**src/rtl/README_unused.sv**
```systemverilog
`timescale 1ns/1ps

```
**src/rtl/pif_pkg.sv**
```systemverilog
package pif_pkg;
  // system clock and derived bit clocks
  localparam int CLK_KHZ = 125000;
  localparam int F_LO_KHZ = 2000;
  localparam int F_HI_KHZ = 2667;
  // bit, frame and repetition lengths in bit-clock cycles
  localparam int BIT_LO = 16;
  localparam int BIT_HI = 14;
  localparam int FRM_LO = 400;
  localparam int FRM_HI = 350;
  localparam int FRM16_HI = 294;
  localparam int CYC_LO = 600;
  localparam int CYC_HI = 533;
  localparam int SLOT1_LO = 88;
  localparam int SLOT1_HI = 119;
  localparam int SLOT2_LO = 540;
  localparam int SLOT2_HI = 570;
  localparam int LEN20 = 25;
  localparam int LEN16 = 21;
  // start-up timing
  localparam int PH1_MS = 100;
  localparam int SYNC_MIN_MS = 4;
  localparam int PH1_CYC = PH1_MS * CLK_KHZ;
  localparam int SYNC_MIN_CYC = SYNC_MIN_MS * CLK_KHZ;
  localparam int PH3_FRAMES = 8;
  // 10-bit status and init codes
  localparam logic [9:0] CODE_READY = 10'h1E7;
  localparam logic [9:0] CODE_DEFECT = 10'h1F4;
  localparam logic [9:0] CODE_OVV = 10'h1EA;
  localparam logic [9:0] CODE_UVV = 10'h1EC;
  localparam logic [9:0] CODE_MAG = 10'h1EB;
  localparam logic [9:0] ID_BASE = 10'h200;
  localparam logic [9:0] NIB_BASE = 10'h210;
  localparam logic [3:0] REV13 = 4'h4;
  localparam logic [3:0] REV21 = 4'h6;
  localparam logic [7:0] CNT22 = 8'h10;
  localparam logic [7:0] CNT32 = 8'h26;
  localparam logic [5:0] NIB22_LAST = 6'h15;
  localparam logic [5:0] NIB32_LAST = 6'h1F;
  localparam logic [2:0] CRC_SEED = 3'h7;
  localparam int FIFO_DEPTH = 8;
  localparam int SMP_W = 16;

  typedef enum logic [1:0] {PH_INIT1, PH_INIT2, PH_INIT3, PH_RUN} pif_phase_t;

  typedef struct packed {
    logic mode16;
    logic high_rate;
    logic sync_mode;
    logic dual_slot;
    logic rev21;
    logic blocks32;
    logic [1:0] rep_k;
    logic [7:0] vendor;
    logic [7:0] stype;
    logic [19:0] sparam;
    logic [15:0] pdate;
    logic [23:0] lot_serial;
  } pif_cfg_t;

  typedef struct packed {
    logic defect;
    logic ovv;
    logic uvv;
    logic mag;
  } pif_diag_t;
endpackage

```
**src/rtl/pif_framer.sv**
```systemverilog
// Overview of operation
// - low-rate async bit lasts 16 ticks of the 2 MHz clock.
// - low-rate 20-bit frame lasts 400 ticks of the 2 MHz clock.
// - low-rate async frames start every 600 ticks, about 300 us.
// - high-rate async bit lasts 14 ticks of the 2.67 MHz clock.
// - high-rate 20-bit frame lasts 350 ticks of the 2.67 MHz clock, 16-bit 294.
// - high-rate async frames repeat every 533 ticks, about 200 us.
// - after reset, three init phases run before any run-mode output.
// - phase one sends nothing for typically 100 ms.
// - in sync mode a sync pulse after 4 ms ends phase one early.
// - dual-slot operation sends the same init frame in both slots.
// - 20-bit init puts the value in A15..A6; low bits, F and E0 zero.
// - 20-bit order: two zero starts, F0-F2, E0, A0-A15, C2 C1 C0.
// - 16-bit init: starts, E0, A0-A14, CRC; value in A14..A5.
// - phase three sends 0x1E7 when healthy, 0x1F4 once a defect is flagged.
// - once defect is reported, defect frames continue until power removal.
// - supply and gain conditions are held back until run mode.
// - 16-bit ready fills low bits with ones, defect with zeros.
// - phase two alternates ID and nibble frames, repeated k times (1..4).
// - IDs encode as 0x200 plus the low four bits of n, nibbles as 0x210 plus nibble.
// - first nibble is protocol revision, next two the block count.
// - the next nineteen come from stored vendor, type, parameter, date and serial data; any later ones read zero.
// - run mode is continuous when async, sync-pulse triggered when sync.
// - a sync pulse during a frame aborts it and restarts the slots.
`timescale 1ns/1ps
`default_nettype none

////////////////////////////////////////////////////////////////////////////////
module pif_fifo #(
  parameter int W = 16,
  parameter int D = 8
) (
  // clock and reset
  input wire logic mclk_i,
  input wire logic nrst_i,
  // fill side
  input wire logic in_valid_i,
  output logic in_ready_o,
  input wire logic [W-1:0] in_data_i,
  // drain side
  output logic out_valid_o,
  input wire logic out_ready_i,
  output logic [W-1:0] out_data_o
);
  localparam int AW = $clog2(D);
  logic [W-1:0] mem [D];
  logic [AW:0] wr_ff;
  logic [AW:0] rd_ff;
  logic push;
  logic pop;

  assign out_valid_o = wr_ff != rd_ff;
  assign in_ready_o = wr_ff != {~rd_ff[AW], rd_ff[AW-1:0]};
  assign out_data_o = mem[rd_ff[AW-1:0]];
  assign push = in_valid_i & in_ready_o;
  assign pop = out_valid_o & out_ready_i;

  always_ff @(posedge mclk_i) begin
    if (push) begin
      mem[wr_ff[AW-1:0]] <= in_data_i;
    end
  end

  always_ff @(posedge mclk_i or negedge nrst_i) begin
    if (!nrst_i) begin
      wr_ff <= '0;
      rd_ff <= '0;
    end else begin
      if (push) begin
        wr_ff <= wr_ff + 1'b1;
      end
      if (pop) begin
        rd_ff <= rd_ff + 1'b1;
      end
    end
  end
endmodule

////////////////////////////////////////////////////////////////////////////////
module pif_framer #(
  parameter int PH1_CYC = pif_pkg::PH1_CYC,
  parameter int SYNC_MIN_CYC = pif_pkg::SYNC_MIN_CYC
) (
  // clock and reset
  input wire logic mclk_i,
  input wire logic nrst_i,
  // configuration and diagnostics
  input wire pif_pkg::pif_cfg_t cfg_i,
  input wire pif_pkg::pif_diag_t diag_i,
  // receiver sync pulse pin
  input wire logic sync_i,
  // run-mode samples
  input wire logic smp_valid_i,
  output logic smp_ready_o,
  input wire logic [pif_pkg::SMP_W-1:0] smp_data_i,
  // line output and status
  output logic psi5_tx_o,
  output logic tx_active_o,
  output logic [1:0] phase_o
);
  // frame vector, transmit order from bit 24 down; check bits augmented by three zeros
  function automatic logic [24:0] pif_build(logic m16, logic [2:0] f, logic e0, logic [15:0] a);
    logic [21:0] p;
    logic [2:0] c;
    logic fb;
    logic [24:0] v;
    int n;
    p = '0;
    v = '0;
    if (m16) begin
      n = 16;
      p[0] = e0;
      for (int i = 0; i < 15; i++) begin
        p[i+1] = a[i];
      end
    end else begin
      n = 20;
      p[2:0] = f;
      p[3] = e0;
      for (int i = 0; i < 16; i++) begin
        p[i+4] = a[i];
      end
    end
    c = pif_pkg::CRC_SEED;
    // plain division form: data enters at the low end, three zeros flush it through
    for (int i = 0; i < 23; i++) begin
      if (i < n + 3) begin
        fb = c[2];
        c = {c[1], c[0] ^ fb, ((i < n) ? p[i] : 1'b0) ^ fb};
      end
    end
    for (int i = 0; i < 20; i++) begin
      if (i < n) begin
        v[22-i] = p[i];
      end
    end
    v[22-n] = c[2];
    v[21-n] = c[1];
    v[20-n] = c[0];
    return v;
  endfunction

  function automatic logic [15:0] pif_place(logic m16, logic [9:0] val, logic low_ones);
    if (m16) begin
      return {1'b0, val, {5{low_ones}}};
    end
    return {val, 6'h00};
  endfunction

  pif_pkg::pif_cfg_t cfg_ff;
  logic cfg_ok_ff;
  logic [16:0] acc_ff;
  logic [16:0] acc_sum;
  logic [16:0] acc_inc;
  logic tick;
  logic sync_s1_ff;
  logic sync_s2_ff;
  logic sync_s3_ff;
  logic sync_rise;
  pif_pkg::pif_phase_t phase_ff;
  logic [23:0] ph1_cnt_ff;
  logic defect_ff;
  logic [9:0] sched_ff;
  logic sched_run_ff;
  logic [4:0] bit_len;
  logic [9:0] cyc_len;
  logic [9:0] slot1;
  logic [9:0] slot2;
  logic req_first;
  logic req_any;
  logic abort;
  logic start_tx;
  logic [24:0] frm_ff;
  logic [24:0] new_frame;
  logic [24:0] tx_frame;
  logic tx_busy_ff;
  logic [4:0] bit_left_ff;
  logic [4:0] btick_ff;
  logic [24:0] sh_ff;
  logic [9:0] frm_ticks_ff;
  logic [5:0] nib_ff;
  logic is_data_ff;
  logic [1:0] rep_ff;
  logic [3:0] ph3_cnt_ff;
  logic [2:0] fcnt_ff;
  logic [15:0] last_smp_ff;
  logic fifo_valid;
  logic [15:0] fifo_data;
  logic fifo_pop;
  logic [87:0] nib_vec;
  logic [3:0] nibble;
  logic [5:0] nib_last;
  logic [9:0] val;
  logic [15:0] a_word;
  logic e0;

  ////////////////////////////////////////////////////////////////////////////////
  // configuration caught once after reset release
  always_ff @(posedge mclk_i or negedge nrst_i) begin
    if (!nrst_i) begin
      cfg_ff <= '0;
      cfg_ok_ff <= 1'b0;
    end else if (!cfg_ok_ff) begin
      cfg_ff <= cfg_i;
      cfg_ok_ff <= 1'b1;
    end
  end

  // fractional divider: one tick per bit-clock period, jitter below one mclk
  always_comb begin
    acc_inc = cfg_ff.high_rate ? 17'(pif_pkg::F_HI_KHZ) : 17'(pif_pkg::F_LO_KHZ);
    acc_sum = acc_ff + acc_inc;
    tick = cfg_ok_ff & (acc_sum >= 17'(pif_pkg::CLK_KHZ));
    bit_len = cfg_ff.high_rate ? 5'(pif_pkg::BIT_HI) : 5'(pif_pkg::BIT_LO);
    cyc_len = cfg_ff.high_rate ? 10'(pif_pkg::CYC_HI) : 10'(pif_pkg::CYC_LO);
    slot1 = cfg_ff.high_rate ? 10'(pif_pkg::SLOT1_HI) : 10'(pif_pkg::SLOT1_LO);
    slot2 = cfg_ff.high_rate ? 10'(pif_pkg::SLOT2_HI) : 10'(pif_pkg::SLOT2_LO);
  end

  always_ff @(posedge mclk_i or negedge nrst_i) begin
    if (!nrst_i) begin
      acc_ff <= '0;
    end else if (cfg_ok_ff) begin
      acc_ff <= tick ? acc_sum - 17'(pif_pkg::CLK_KHZ) : acc_sum;
    end
  end

  ////////////////////////////////////////////////////////////////////////////////
  // sync pin synchroniser; the second and third stages feed the edge detector
  always_ff @(posedge mclk_i or negedge nrst_i) begin
    if (!nrst_i) begin
      sync_s1_ff <= 1'b0;
      sync_s2_ff <= 1'b0;
      sync_s3_ff <= 1'b0;
    end else begin
      sync_s1_ff <= sync_i;
      sync_s2_ff <= sync_s1_ff;
      sync_s3_ff <= sync_s2_ff;
    end
  end
  assign sync_rise = sync_s2_ff & ~sync_s3_ff & cfg_ff.sync_mode;

  ////////////////////////////////////////////////////////////////////////////////
  // frame scheduler
  always_ff @(posedge mclk_i or negedge nrst_i) begin
    if (!nrst_i) begin
      sched_ff <= '0;
      sched_run_ff <= 1'b0;
    end else if (phase_ff == pif_pkg::PH_INIT1) begin
      sched_ff <= '0;
      sched_run_ff <= 1'b0;
    end else if (cfg_ff.sync_mode) begin
      if (sync_rise) begin
        sched_ff <= '0;
        sched_run_ff <= 1'b1;
      end else if (tick && sched_run_ff) begin
        sched_ff <= sched_ff + 10'h001;
        if ((cfg_ff.dual_slot && sched_ff == slot2) || (!cfg_ff.dual_slot && sched_ff == slot1)) begin
          sched_run_ff <= 1'b0;
        end
      end
    end else if (tick) begin
      sched_ff <= (sched_ff == cyc_len - 10'h001) ? 10'h000 : sched_ff + 10'h001;
    end
  end

  always_comb begin
    if (cfg_ff.sync_mode) begin
      req_first = tick & sched_run_ff & (sched_ff == slot1);
      req_any = req_first | (tick & sched_run_ff & cfg_ff.dual_slot & (sched_ff == slot2));
    end else begin
      req_first = tick & (phase_ff != pif_pkg::PH_INIT1) & (sched_ff == 10'h000);
      req_any = req_first;
    end
  end
  assign abort = sync_rise & tx_busy_ff;
  assign start_tx = req_any;
  assign tx_frame = req_first ? new_frame : frm_ff;

  ////////////////////////////////////////////////////////////////////////////////
  // frame content
  assign nib_vec = {cfg_ff.rev21 ? pif_pkg::REV21 : pif_pkg::REV13,
                    cfg_ff.blocks32 ? pif_pkg::CNT32 : pif_pkg::CNT22,
                    cfg_ff.vendor, cfg_ff.stype, cfg_ff.sparam, cfg_ff.pdate, cfg_ff.lot_serial};
  assign nib_last = cfg_ff.blocks32 ? pif_pkg::NIB32_LAST : pif_pkg::NIB22_LAST;
  // nibbles past the stored content read as zero
  assign nibble = (nib_ff < 6'd22) ? nib_vec[7'd87 - {nib_ff, 2'b00} -: 4] : 4'h0;
  assign fifo_pop = req_first & (phase_ff == pif_pkg::PH_RUN) & fifo_valid;

  always_comb begin
    val = pif_pkg::CODE_READY;
    e0 = 1'b0;
    a_word = '0;
    unique case (phase_ff)
      pif_pkg::PH_INIT1: begin
        a_word = '0;
      end
      pif_pkg::PH_INIT2: begin
        val = is_data_ff ? (pif_pkg::NIB_BASE | {6'h00, nibble}) : (pif_pkg::ID_BASE | {6'h00, nib_ff[3:0]});
        a_word = pif_place(cfg_ff.mode16, val, 1'b0);
      end
      pif_pkg::PH_INIT3: begin
        // supply and gain flags are not looked at here
        val = defect_ff ? pif_pkg::CODE_DEFECT : pif_pkg::CODE_READY;
        a_word = pif_place(cfg_ff.mode16, val, ~defect_ff);
      end
      pif_pkg::PH_RUN: begin
        e0 = defect_ff | diag_i.ovv | diag_i.uvv | diag_i.mag;
        if (defect_ff) begin
          val = pif_pkg::CODE_DEFECT;
        end else if (diag_i.ovv) begin
          val = pif_pkg::CODE_OVV;
        end else if (diag_i.uvv) begin
          val = pif_pkg::CODE_UVV;
        end else begin
          val = pif_pkg::CODE_MAG;
        end
        if (e0) begin
          a_word = pif_place(cfg_ff.mode16, val, 1'b0);
        end else begin
          a_word = fifo_valid ? fifo_data : last_smp_ff;
        end
      end
    endcase
    new_frame = pif_build(cfg_ff.mode16, (phase_ff == pif_pkg::PH_RUN) ? fcnt_ff : 3'h0, e0, a_word);
  end

  ////////////////////////////////////////////////////////////////////////////////
  // start-up sequence
  always_ff @(posedge mclk_i or negedge nrst_i) begin
    if (!nrst_i) begin
      phase_ff <= pif_pkg::PH_INIT1;
      ph1_cnt_ff <= '0;
      nib_ff <= '0;
      is_data_ff <= 1'b0;
      rep_ff <= '0;
      ph3_cnt_ff <= '0;
      fcnt_ff <= '0;
      frm_ff <= '0;
      last_smp_ff <= '0;
    end else begin
      if (req_first) begin
        frm_ff <= new_frame;
      end
      if (fifo_pop) begin
        last_smp_ff <= fifo_data;
      end
      unique case (phase_ff)
        pif_pkg::PH_INIT1: begin
          if (cfg_ok_ff) begin
            ph1_cnt_ff <= ph1_cnt_ff + 24'h000001;
          end
          if (ph1_cnt_ff == 24'(PH1_CYC - 1)) begin
            phase_ff <= pif_pkg::PH_INIT2;
          end else if (sync_rise && ph1_cnt_ff >= 24'(SYNC_MIN_CYC)) begin
            phase_ff <= pif_pkg::PH_INIT2;
          end
        end
        pif_pkg::PH_INIT2: begin
          if (req_first) begin
            is_data_ff <= ~is_data_ff;
            if (is_data_ff) begin
              if (nib_ff == nib_last) begin
                nib_ff <= '0;
                rep_ff <= rep_ff + 2'h1;
                if (rep_ff == cfg_ff.rep_k) begin
                  phase_ff <= pif_pkg::PH_INIT3;
                end
              end else begin
                nib_ff <= nib_ff + 6'h01;
              end
            end
          end
        end
        pif_pkg::PH_INIT3: begin
          if (req_first && ph3_cnt_ff != 4'(pif_pkg::PH3_FRAMES - 1)) begin
            ph3_cnt_ff <= ph3_cnt_ff + 4'h1;
          end else if (req_first && !defect_ff) begin
            phase_ff <= pif_pkg::PH_RUN;
          end
        end
        pif_pkg::PH_RUN: begin
          if (req_first) begin
            fcnt_ff <= fcnt_ff + 3'h1;
          end
        end
      endcase
    end
  end

  // defect is sticky; masked in phases one and two, shown from phase three
  always_ff @(posedge mclk_i or negedge nrst_i) begin
    if (!nrst_i) begin
      defect_ff <= 1'b0;
    end else if (diag_i.defect) begin
      defect_ff <= 1'b1;
    end
  end

  ////////////////////////////////////////////////////////////////////////////////
  // bit shifter
  always_ff @(posedge mclk_i or negedge nrst_i) begin
    if (!nrst_i) begin
      tx_busy_ff <= 1'b0;
      bit_left_ff <= '0;
      btick_ff <= '0;
      sh_ff <= '0;
      frm_ticks_ff <= '0;
    end else if (start_tx) begin
      tx_busy_ff <= 1'b1;
      sh_ff <= tx_frame;
      bit_left_ff <= cfg_ff.mode16 ? 5'(pif_pkg::LEN16 - 1) : 5'(pif_pkg::LEN20 - 1);
      btick_ff <= '0;
      frm_ticks_ff <= '0;
    end else if (abort) begin
      tx_busy_ff <= 1'b0;
      sh_ff <= '0;
    end else if (tx_busy_ff && tick) begin
      frm_ticks_ff <= frm_ticks_ff + 10'h001;
      if (btick_ff == bit_len - 5'h01) begin
        btick_ff <= '0;
        sh_ff <= {sh_ff[23:0], 1'b0};
        if (bit_left_ff == 5'h00) begin
          tx_busy_ff <= 1'b0;
        end else begin
          bit_left_ff <= bit_left_ff - 5'h01;
        end
      end else begin
        btick_ff <= btick_ff + 5'h01;
      end
    end
  end

  assign psi5_tx_o = sh_ff[24];
  assign tx_active_o = tx_busy_ff;
  assign phase_o = phase_ff;

  pif_fifo #(.W(pif_pkg::SMP_W), .D(pif_pkg::FIFO_DEPTH)) u_fifo (
    .mclk_i(mclk_i),
    .nrst_i(nrst_i),
    .in_valid_i(smp_valid_i),
    .in_ready_o(smp_ready_o),
    .in_data_i(smp_data_i),
    .out_valid_o(fifo_valid),
    .out_ready_i(fifo_pop),
    .out_data_o(fifo_data)
  );

  ////////////////////////////////////////////////////////////////////////////////
  a_bit_lo_len: assert property (@(posedge mclk_i) disable iff (!nrst_i)
    tx_busy_ff && !cfg_ff.high_rate |-> btick_ff < 5'd16)
    else $error("low-rate bit longer than 16 ticks");
  a_bit_hi_len: assert property (@(posedge mclk_i) disable iff (!nrst_i)
    tx_busy_ff && cfg_ff.high_rate |-> btick_ff < 5'd14)
    else $error("high-rate bit longer than 14 ticks");
  a_frame_lo_len: assert property (@(posedge mclk_i) disable iff (!nrst_i)
    $fell(tx_busy_ff) && !$past(abort) && !cfg_ff.mode16 && !cfg_ff.high_rate |-> $past(frm_ticks_ff) == 10'd399)
    else $error("low-rate frame not 400 ticks");
  a_frame_hi_len: assert property (@(posedge mclk_i) disable iff (!nrst_i)
    $fell(tx_busy_ff) && !$past(abort) && cfg_ff.high_rate |->
      $past(frm_ticks_ff) == (cfg_ff.mode16 ? 10'd293 : 10'd349))
    else $error("high-rate frame length wrong");
  a_cycle_lo_wrap: assert property (@(posedge mclk_i) disable iff (!nrst_i)
    !cfg_ff.sync_mode && !cfg_ff.high_rate && tick && sched_ff == 10'd599 |=> sched_ff == 10'd0)
    else $error("low-rate repetition not 600 ticks");
  a_cycle_hi_wrap: assert property (@(posedge mclk_i) disable iff (!nrst_i)
    !cfg_ff.sync_mode && cfg_ff.high_rate && tick && sched_ff == 10'd532 |=> sched_ff == 10'd0)
    else $error("high-rate repetition not 533 ticks");
  a_ph1_quiet: assert property (@(posedge mclk_i) disable iff (!nrst_i)
    phase_ff == pif_pkg::PH_INIT1 |-> !tx_busy_ff && !psi5_tx_o)
    else $error("frame sent during phase one");
  a_defect_stays: assert property (@(posedge mclk_i) disable iff (!nrst_i)
    phase_ff == pif_pkg::PH_INIT3 && defect_ff |=> phase_ff == pif_pkg::PH_INIT3)
    else $error("left phase three after defect");
  a_sync_abort: assert property (@(posedge mclk_i) disable iff (!nrst_i)
    abort && !start_tx |=> !tx_busy_ff ##1 !tx_busy_ff)
    else $error("frame not aborted by sync pulse");
endmodule

`default_nettype wire

```
**config.mk**
```make
export PLATFORM = sky130hd
export DESIGN_NAME = pif_framer
export DESIGN_NICKNAME = d
export VERILOG_FILES = /design/src/rtl/README_unused.sv /design/src/rtl/pif_pkg.sv /design/src/rtl/pif_framer.sv
export SDC_FILE = /design/constraint.sdc
export NUM_CORES = 1
export LEC_CHECK = 0
export ABC_CLOCK_PERIOD_IN_PS = 13530
export BUFFER_PORTS_ARGS = -buffer_cell sky130_fd_sc_hd__clkbuf_2
export CAP_MARGIN = 30
export CORE_MARGIN = 2
export CORE_UTILIZATION = 35
export CTS_BUF_LIST = sky130_fd_sc_hd__clkbuf_8
export CTS_CLUSTER_DIAMETER = 30
export DETAILED_ROUTE_END_ITERATION = 12
export PLACE_DENSITY = 0.49
export SLEW_MARGIN = 20
export SYNTH_ARGS = -nofsm -noshare
export SYNTH_HDL_FRONTEND = slang
export SYNTH_HIERARCHICAL = 1
export SYNTH_SLANG_ARGS = --single-unit
```
**constraint.sdc**
```tcl
create_clock -name mclk_i -period 13.53 [get_ports mclk_i]
set_clock_uncertainty 0.2 [all_clocks]
set_input_delay 0.6765 -clock mclk_i [delete_from_list [all_inputs] [get_ports mclk_i]]
set_output_delay 0.6765 -clock mclk_i [all_outputs]
set_load 0.02 [all_outputs]
```
==> Word-level counts from Yosys, hierarchy flattened <==
Memory sizes are Yosys's and may differ from the RTL's.
Cells that the tools add are included.
{ "word_totals": {"regBits": 244, "ram_bits": 128, "in_bits": 108, "out_inout_bits": 5, "elab_cells": 369, "memories": 1} }
{ "op_classes": {"add_sub_neg": 19, "order_cmp": 53, "n_eq_ne": 23, "shift": 1, "n_mux": 132, "bitwise_logic": 65, "n_reduce_logical": 40} }
{ "mem_list": {"columns": ["name", "depth", "word_bits", "rd", "rd_ports_with_merged_regs", "write_ports", "line", "rtl"], "rows": [
  ["u_fifo.mem", 8, 16, 1, 0, 1, "pif_framer.sv:46", "logic [W-1:0] mem [D];"]
]} }
{ "op_table": {"columns": ["cell", "n"], "rows": [
  ["$lt 5x32->1 const A", 16],
  ["$lt 6x32->1 const A", 12],
  ["$lt 4x32->1 const A", 8],
  ["$mux 16", 9],
  ["$lt 3x32->1 const A", 4],
  ["$mux 25", 5],
  ["$ge 32x1->1 const B", 3],
  ["$lt 32x7->1 const B", 3],
  ["$sub 6x32->32 const A", 3],
  ["$shiftx 91x9->4", 1],
  ["$mux 3", 26],
  ["$bwmux 25", 3],
  ["$mux 5", 13],
  ["$lt 1x32->1 const A", 2],
  ["$lt 2x32->1 const A", 2],
  ["$pmux 16 s4", 1],
  ["$mux 10", 6],
  ["$mux 1", 44],
  ["$xor 1x1->1", 40],
  ["$add 32x3->32 const B", 1],
  ["$add 24x1->24 const B", 1],
  ["$eq 24x24->1 const B", 1],
  ["$ge 24x19->1 const B", 1],
  ["$mux 6", 4],
  ["other kinds (48)", 124]
]} }

==> Depth between registers and ports, before layout <==
{ "depth": {"ltp_word": 61, "depth_mapped": 17, "ltp_nobuf": 17} }

==> Cells and area by module <==
Netlist, hierarchy kept.
{ "modules_own_cells": {"columns": ["module", "instances", "cells_each", "area_per_inst_um2", "seq_area_each_um2"], "rows": [
  ["pif_framer", 1, 1249, 13449.1, 5905.7],
  ["pif_fifo", 1, 243, 5454.0, 4043.9]
]} }

==> Least setup slack after synthesis <==
No wires, ideal clock.
{ "synth_path": {"path_kind": "register to register", "startpoint": "reg cfg_ff[82] (netlist name)", "endpoint": "reg phase_ff[1], in the netlist phase_o[1]", "setup_time_ns": 0.125, "t_arrival_ns": 4.235, "required_time_ns": 13.205, "setup_slack_ns": 8.970, "path_stages_with_launch": 16, "path_buffers": 2, "period_less_slack_ns": 4.560, "cell_sequence": "dfrtp_1 clkbuf_1 inv_1 fa_1 and3b_1 o21a_1 o2111ai_2 and3_1 nor3_1 mux2_2 nor3_1 a21boi_4 buf_6 a21oi_1 or4b_4 mux2_4"} }
{ "synth_between": {"elab_chain_cells": 10, "word_cells_on_any_way": 17, "cone_classes": "add/sub: 1; order compare: 1; eq/ne: 4; mux: 3; bitwise: 5; reduce/logical: 3"} }
{ "synth_lines": {"columns": ["element", "line", "rtl"], "rows": [
  ["from (decl)", "pif_framer.sv:150", "pif_pkg::pif_cfg_t cfg_ff;"],
  ["from (signal assigned)", "pif_framer.sv:204", "cfg_ff <= cfg_i;"],
  ["$mux 12", "pif_framer.sv:211", "acc_inc = cfg_ff.high_rate ? 17'(pif_pkg::F_HI_KHZ) : 17'(pif_pkg::F_LO_KHZ);"],
  ["$add 17x12->17", "pif_framer.sv:212", "acc_sum = acc_ff + acc_inc;"],
  ["$ge 17x17->1", "pif_framer.sv:213", "tick = cfg_ok_ff & (acc_sum >= 17'(pif_pkg::CLK_KHZ));"],
  ["$and 1x1->1", "pif_framer.sv:213", null],
  ["$and 1x1->1, on equally long branches (2 in a row)", "pif_framer.sv:272, pif_framer.sv:269", null],
  ["$mux 1 *", "pif_framer.sv:268", "if (cfg_ff.sync_mode) begin"],
  ["$logic_and 1x1->1, on equally long branches", "pif_framer.sv:378, pif_framer.sv:376", null],
  ["$ne 2x2->1 (no line)", null, null],
  ["$reduce_and 8->1 (no line) *", null, null],
  ["to (signal assigned)", "pif_framer.sv:332", "phase_ff <= pif_pkg::PH_INIT1;"],
  ["to (signal assigned)", "pif_framer.sv:367", "phase_ff <= pif_pkg::PH_INIT3;"],
  ["to (signal assigned)", "pif_framer.sv:379", "phase_ff <= pif_pkg::PH_RUN;"],
  ["to (decl)", "pif_framer.sv:160", "pif_pkg::pif_phase_t phase_ff;"]
]} }
Every way passes the cells marked *; elsewhere a longest branch is shown, timed or not.
A chain may end at the register's enable or synchronous reset.

==> Worst setup path after layout <==
{ "layout_path": {"startpoint": "reg u_fifo.rd_ff[0]", "endpoint": "reg sh_ff[1]"} }
{ "layout_between": {"elab_chain_cells": 47, "word_cells_on_any_way": 94, "cone_classes": "eq/ne: 1; mux: 51; bitwise: 41; memory: 1"} }
{ "layout_lines": {"columns": ["element", "line", "rtl"], "rows": [
  ["from (decl)", "pif_framer.sv:48", "logic [AW:0] rd_ff;"],
  ["from (signal assigned)", "pif_framer.sv:73", "rd_ff <= rd_ff + 1'b1;"],
  ["$ne 4x4->1 *", "pif_framer.sv:52", "assign out_valid_o = wr_ff != rd_ff;"],
  ["net fifo_valid", "pif_framer.sv:187", "logic fifo_valid;"],
  ["$mux 16 *", "pif_framer.sv:321", "a_word = fifo_valid ? fifo_data : last_smp_ff;"],
  ["$mux 16 *", "pif_framer.sv:318", "if (e0) begin"],
  ["$pmux 16 s4 *", "pif_framer.sv:294", "unique case (phase_ff)"],
  ["$mux 16", "pif_framer.sv:110", "if (m16) begin"],
  ["$mux 1", "pif_framer.sv:129", "c = {c[1], c[0] ^ fb, ((i < n) ? p[i] : 1'b0) ^ fb};"],
  ["$xor 1x1->1", "pif_framer.sv:129", null],
  ["[31 not listed]", null, null],
  ["$xor 1x1->1 / $mux 3 (equally long branches)", "pif_framer.sv:129, pif_framer.sv:127", null],
  ["$mux 3 * (3 in a row)", "pif_framer.sv:127", "if (i < n + 3) begin"],
  ["$bwmux 25 / $mux 3 (equally long branches)", "pif_framer.sv:137, pif_framer.sv:127", null],
  ["$bwmux 25", "pif_framer.sv:138", "v[21-n] = c[1];"],
  ["$bwmux 25 *", "pif_framer.sv:139", "v[20-n] = c[0];"],
  ["$mux 25 *", null, null],
  ["net tx_frame[1]", "pif_framer.sv:175", "logic [24:0] tx_frame;"],
  ["$mux 25 *", "pif_framer.sv:409", "end else if (start_tx) begin"],
  ["to (signal assigned)", "pif_framer.sv:411", "sh_ff <= tx_frame;"],
  ["to (signal assigned)", "pif_framer.sv:422", "sh_ff <= {sh_ff[23:0], 1'b0};"],
  ["to (decl)", "pif_framer.sv:179", "logic [24:0] sh_ff;"]
]} }
The timed path passes the listed nets; every way through them passes the cells marked *.

==> flow_summary.ini <==
[floorplan]
rows = 85
io_pins = 113
core_mm2 = 0.0536
die_height_um = 236
initial_core_util_pct = 35.3
die_w_um = 236
die_area_mm2 = 0.0559

[cts]
clock-sinks = 372
cts_hold_buf = 81
clk_pin_slew_worst_paths_ns = 0.05
cts-root-buf = clkbuf_8
cts_buffer_depth = 3
clk_latency_ns = 0.68
cts_setup_buffers = 0
htreeDepth = 3
cts_tree = done
numCtsBuffers = 91
cts-resized-gates = 0

[worst_setup_path]
path_buf_inv = 2
timing.rr.end = sh_ff[1]
startpoint = u_fifo/rd_ff[0]
critical_path_class = reg -> reg
rr_worst_depth = 16
cp-start-kind = register
max_stage_delay_ns = 0.75
r2r-start = u_fifo/rd_ff[0]
critPathTopFamily = compound AO/OA/AOI/OAI gates
cp-end-kind = register
worstPathMaxFanout = 37
r2r_setup_slack_ns = 8.04
cp_cell_sequence = buf_4 > xor2_4 > or3_1 > or2_1 > buf_8 > mux2i_1 > a2111oi_0 > a2111oi_0 > o31a_1 > a221o_1 > xnor2_1 > xnor3_1 > xnor3_1 > nor3_1 > a21o_1 > a21o_1
crit_slowest_cell = a2111oi_0
crit_required_ns = 13.89
arrival_ns = 5.86

[power]
p_leak_nw = 9.24
internal-power_mw = 2.47
pwr-share-seq_pct = 39.5
p_sw_share_pct = 29.4
powerDensity_mw_per_mm2 = 152
clockPowerShare_pct = 40.9
pwr-share-comb_pct = 19.6
ir_drop_v = 0.0000821
power_mw = 3.50
power_switching_mw = 1.03

[sta]
post-route-period-util_pct = 40.6
report.final.setup_viol = 0
fin_worst_hold_slack_ns = 0.0702
min_period_ns = 5.49
rsz0062_at_grt = false
setup-tns-final_ns = 0
setup_ws_ns = 8.04
fmax_ghz = 0.182
maxSlewHeadroom_pct = 38.9
worst_pin_slew_ns = 0.916
finalMaxSlewViolations = 0
final_hold_viol_count = 0

[global_route]
overflow = 0
grt_use_total_pct = 17.2
grt_max_degree = 115
grt_pass1_vias = 13400
antenna_found_initial = 3
grt_pass1_wl_um = 75400

[yosys]
synth-edff-count = 128
syn_nets = 1635
syn_inst = 1492
async_flop_share_pct = 65.6
ys_seq_elements = 372
ys_top_cells_by_count = 244 x dfrtp_1, 129 x mux2_2, 128 x edfxtp_1, 90 x nand2_1, 84 x nor2_1
ys_seq_area_share_pct = 52.6
yosysMostFrequentCell = dfrtp_1
ys_warn_count = 6
syn-cell-area_mm2 = 0.0189
yosys-top-cells-area = dfrtp_1 32%, edfxtp_1 20%, mux2_2 7.7%, mux4_2 5.7%, xnor2_1 3.3%
syn_area_per_cell_um2 = 12.7
ys.flop_type = dfrtp_1
yosys.area.top_type = dfrtp_1
yosysTopAreaCellShare_pct = 32.3
netlist-cell-type-count = 102

[place]
gp_congestion = 0.819
pre_cts_ws_ns = 7.83
placed_area_mm2 = 0.0202
placed_cells = 2249
hpwlAfterDp_um = 31000
io_buffers = 112

[route]
drcViolationCount = 0
dr.pass1.iters = 5
vias = 12800
first_iter_violations = 652
via_per_inst = 5.14
postRouteAntennaNets = 0
wirelength_um = 47000
wl_per_cell_um = 18.8

[min_path]
hold_path_depth = 1
min-delay-start = smp_data_i[2]
holdPathEnd = u_fifo/mem[0][2]
hold_class = in -> reg

[final_layout]
fillers = 4982
finalInstanceArea_mm2 = 0.0231
regArea_mm2 = 0.00996
fin_cells = 2493
finish.utilization_pct = 43.1
area.growth.synth_to_final_pct = 22.1
fin_nets = 1873
drive_above_1_share_pct = 28.2
multi_input_area_mm2 = 0.00850

[outcome]
status = completed

[run]
drv_cap = 0
## cells in the final DEF (no fill, tap or decap), types with 25 or more instances in the layout
master,netlist,final
mux4_2,48,48
a21oi_1,32,32
mux2i_1,46,46
buf_4,4,25
dfrtp_1,244,241
dlygate4sd3_1,0,81
nand2_1,90,90
clkbuf_2,0,111
o21ai_0,55,55
edfxtp_1,128,128
clkbuf_8,0,108
ha_1,34,34
nor2_1,84,83
nand3_1,52,52
nor3_1,33,31
inv_1,30,44
xnor2_1,72,72
mux2_2,129,129
## kinds of logic (layout without fill, tap and decap cells)
logic type	count (synthesis)	in the layout	share of synthesized area (%)
flops	372	372	52.6
mux	245	245	17.2
xor+xnor	101	101	5.35
buf+inv	109	413	2.60
simple gates	392	392	10.8
compound gates	237	237	9.10
other cells	1	2	0.0198
fa+ha+maj	35	35	2.36
## worst reg2reg max path: stages (launching register included)
cell	delay, ns
dfrtp_2	0.33
buf_4	0.60
xor2_4	0.24
or3_1	0.43
or2_1	0.36
buf_8	0.22
mux2i_1	0.13
a2111oi_0	0.75
a2111oi_0	0.20
o31a_1	0.16
a221o_1	0.40
xnor2_1	0.35
xnor3_1	0.42
xnor3_1	0.23
nor3_1	0.05
a21o_1	0.18
a21o_1	0.15
## cell type report
cell class | instances | area share (%)
diodes | 1 | 0.0108
clock buffers | 108 | 6.44
clock inverters | 51 | 2.15
inverters | 32 | 0.520
multi-input cells | 1011 | 36.8
flip-flops and latches | 372 | 43.1
well taps | 696 | 3.77
repair buffers | 222 | 7.15
## power by group through the flow
stage	Clock, mW	Sequential (mW)	Combinational, mW
after floorplan	0	1.36	0.512
after global placement	0	1.39	0.659
after detailed placement	0	1.40	0.665
after CTS	1.48	1.38	0.687
after global routing	1.54	1.40	0.764
final	1.43	1.38	0.686
## flip-flops by register name, summed over array words and instances (netlist names), 5 cells and up
| register | cells |
|---|---|
| acc_ff | 17 |
| bit_left_ff | 5 |
| btick_ff | 5 |
| cfg_ff | 84 |
| frm_ff | 25 |
| last_smp_ff | 16 |
| nib_ff | 6 |
| ph1_cnt_ff | 24 |
| sched_ff | 10 |
| sh_ff | 25 |
| u_fifo/mem | 128 |
## routing by layer
metal	vias up	wire length, µm	GRT usage, %
met1	6392	21100	22.0
li1	6085	-	-
met4	4	1220	6.54
met2	241	22800	28.3
met5	-	23	0
met3	94	1910	3.93
## how the worst max path moves through the flow
| stage | cells past startpoint | endpoint | slack [ns] |
|---|---|---|---|
| after floorplan | 15 | phase_o[1] | 8.97 |
| after global placement | 15 | sh_ff[1] | 7.85 |
| after detailed placement | 15 | sh_ff[1] | 7.83 |
| after CTS | 15 | sh_ff[1] | 7.78 |
| after global routing | 16 | sh_ff[1] | 7.58 |
| final | 16 | sh_ff[1] | 8.04 |
Note: power is estimated with default switching activity, not from simulation.
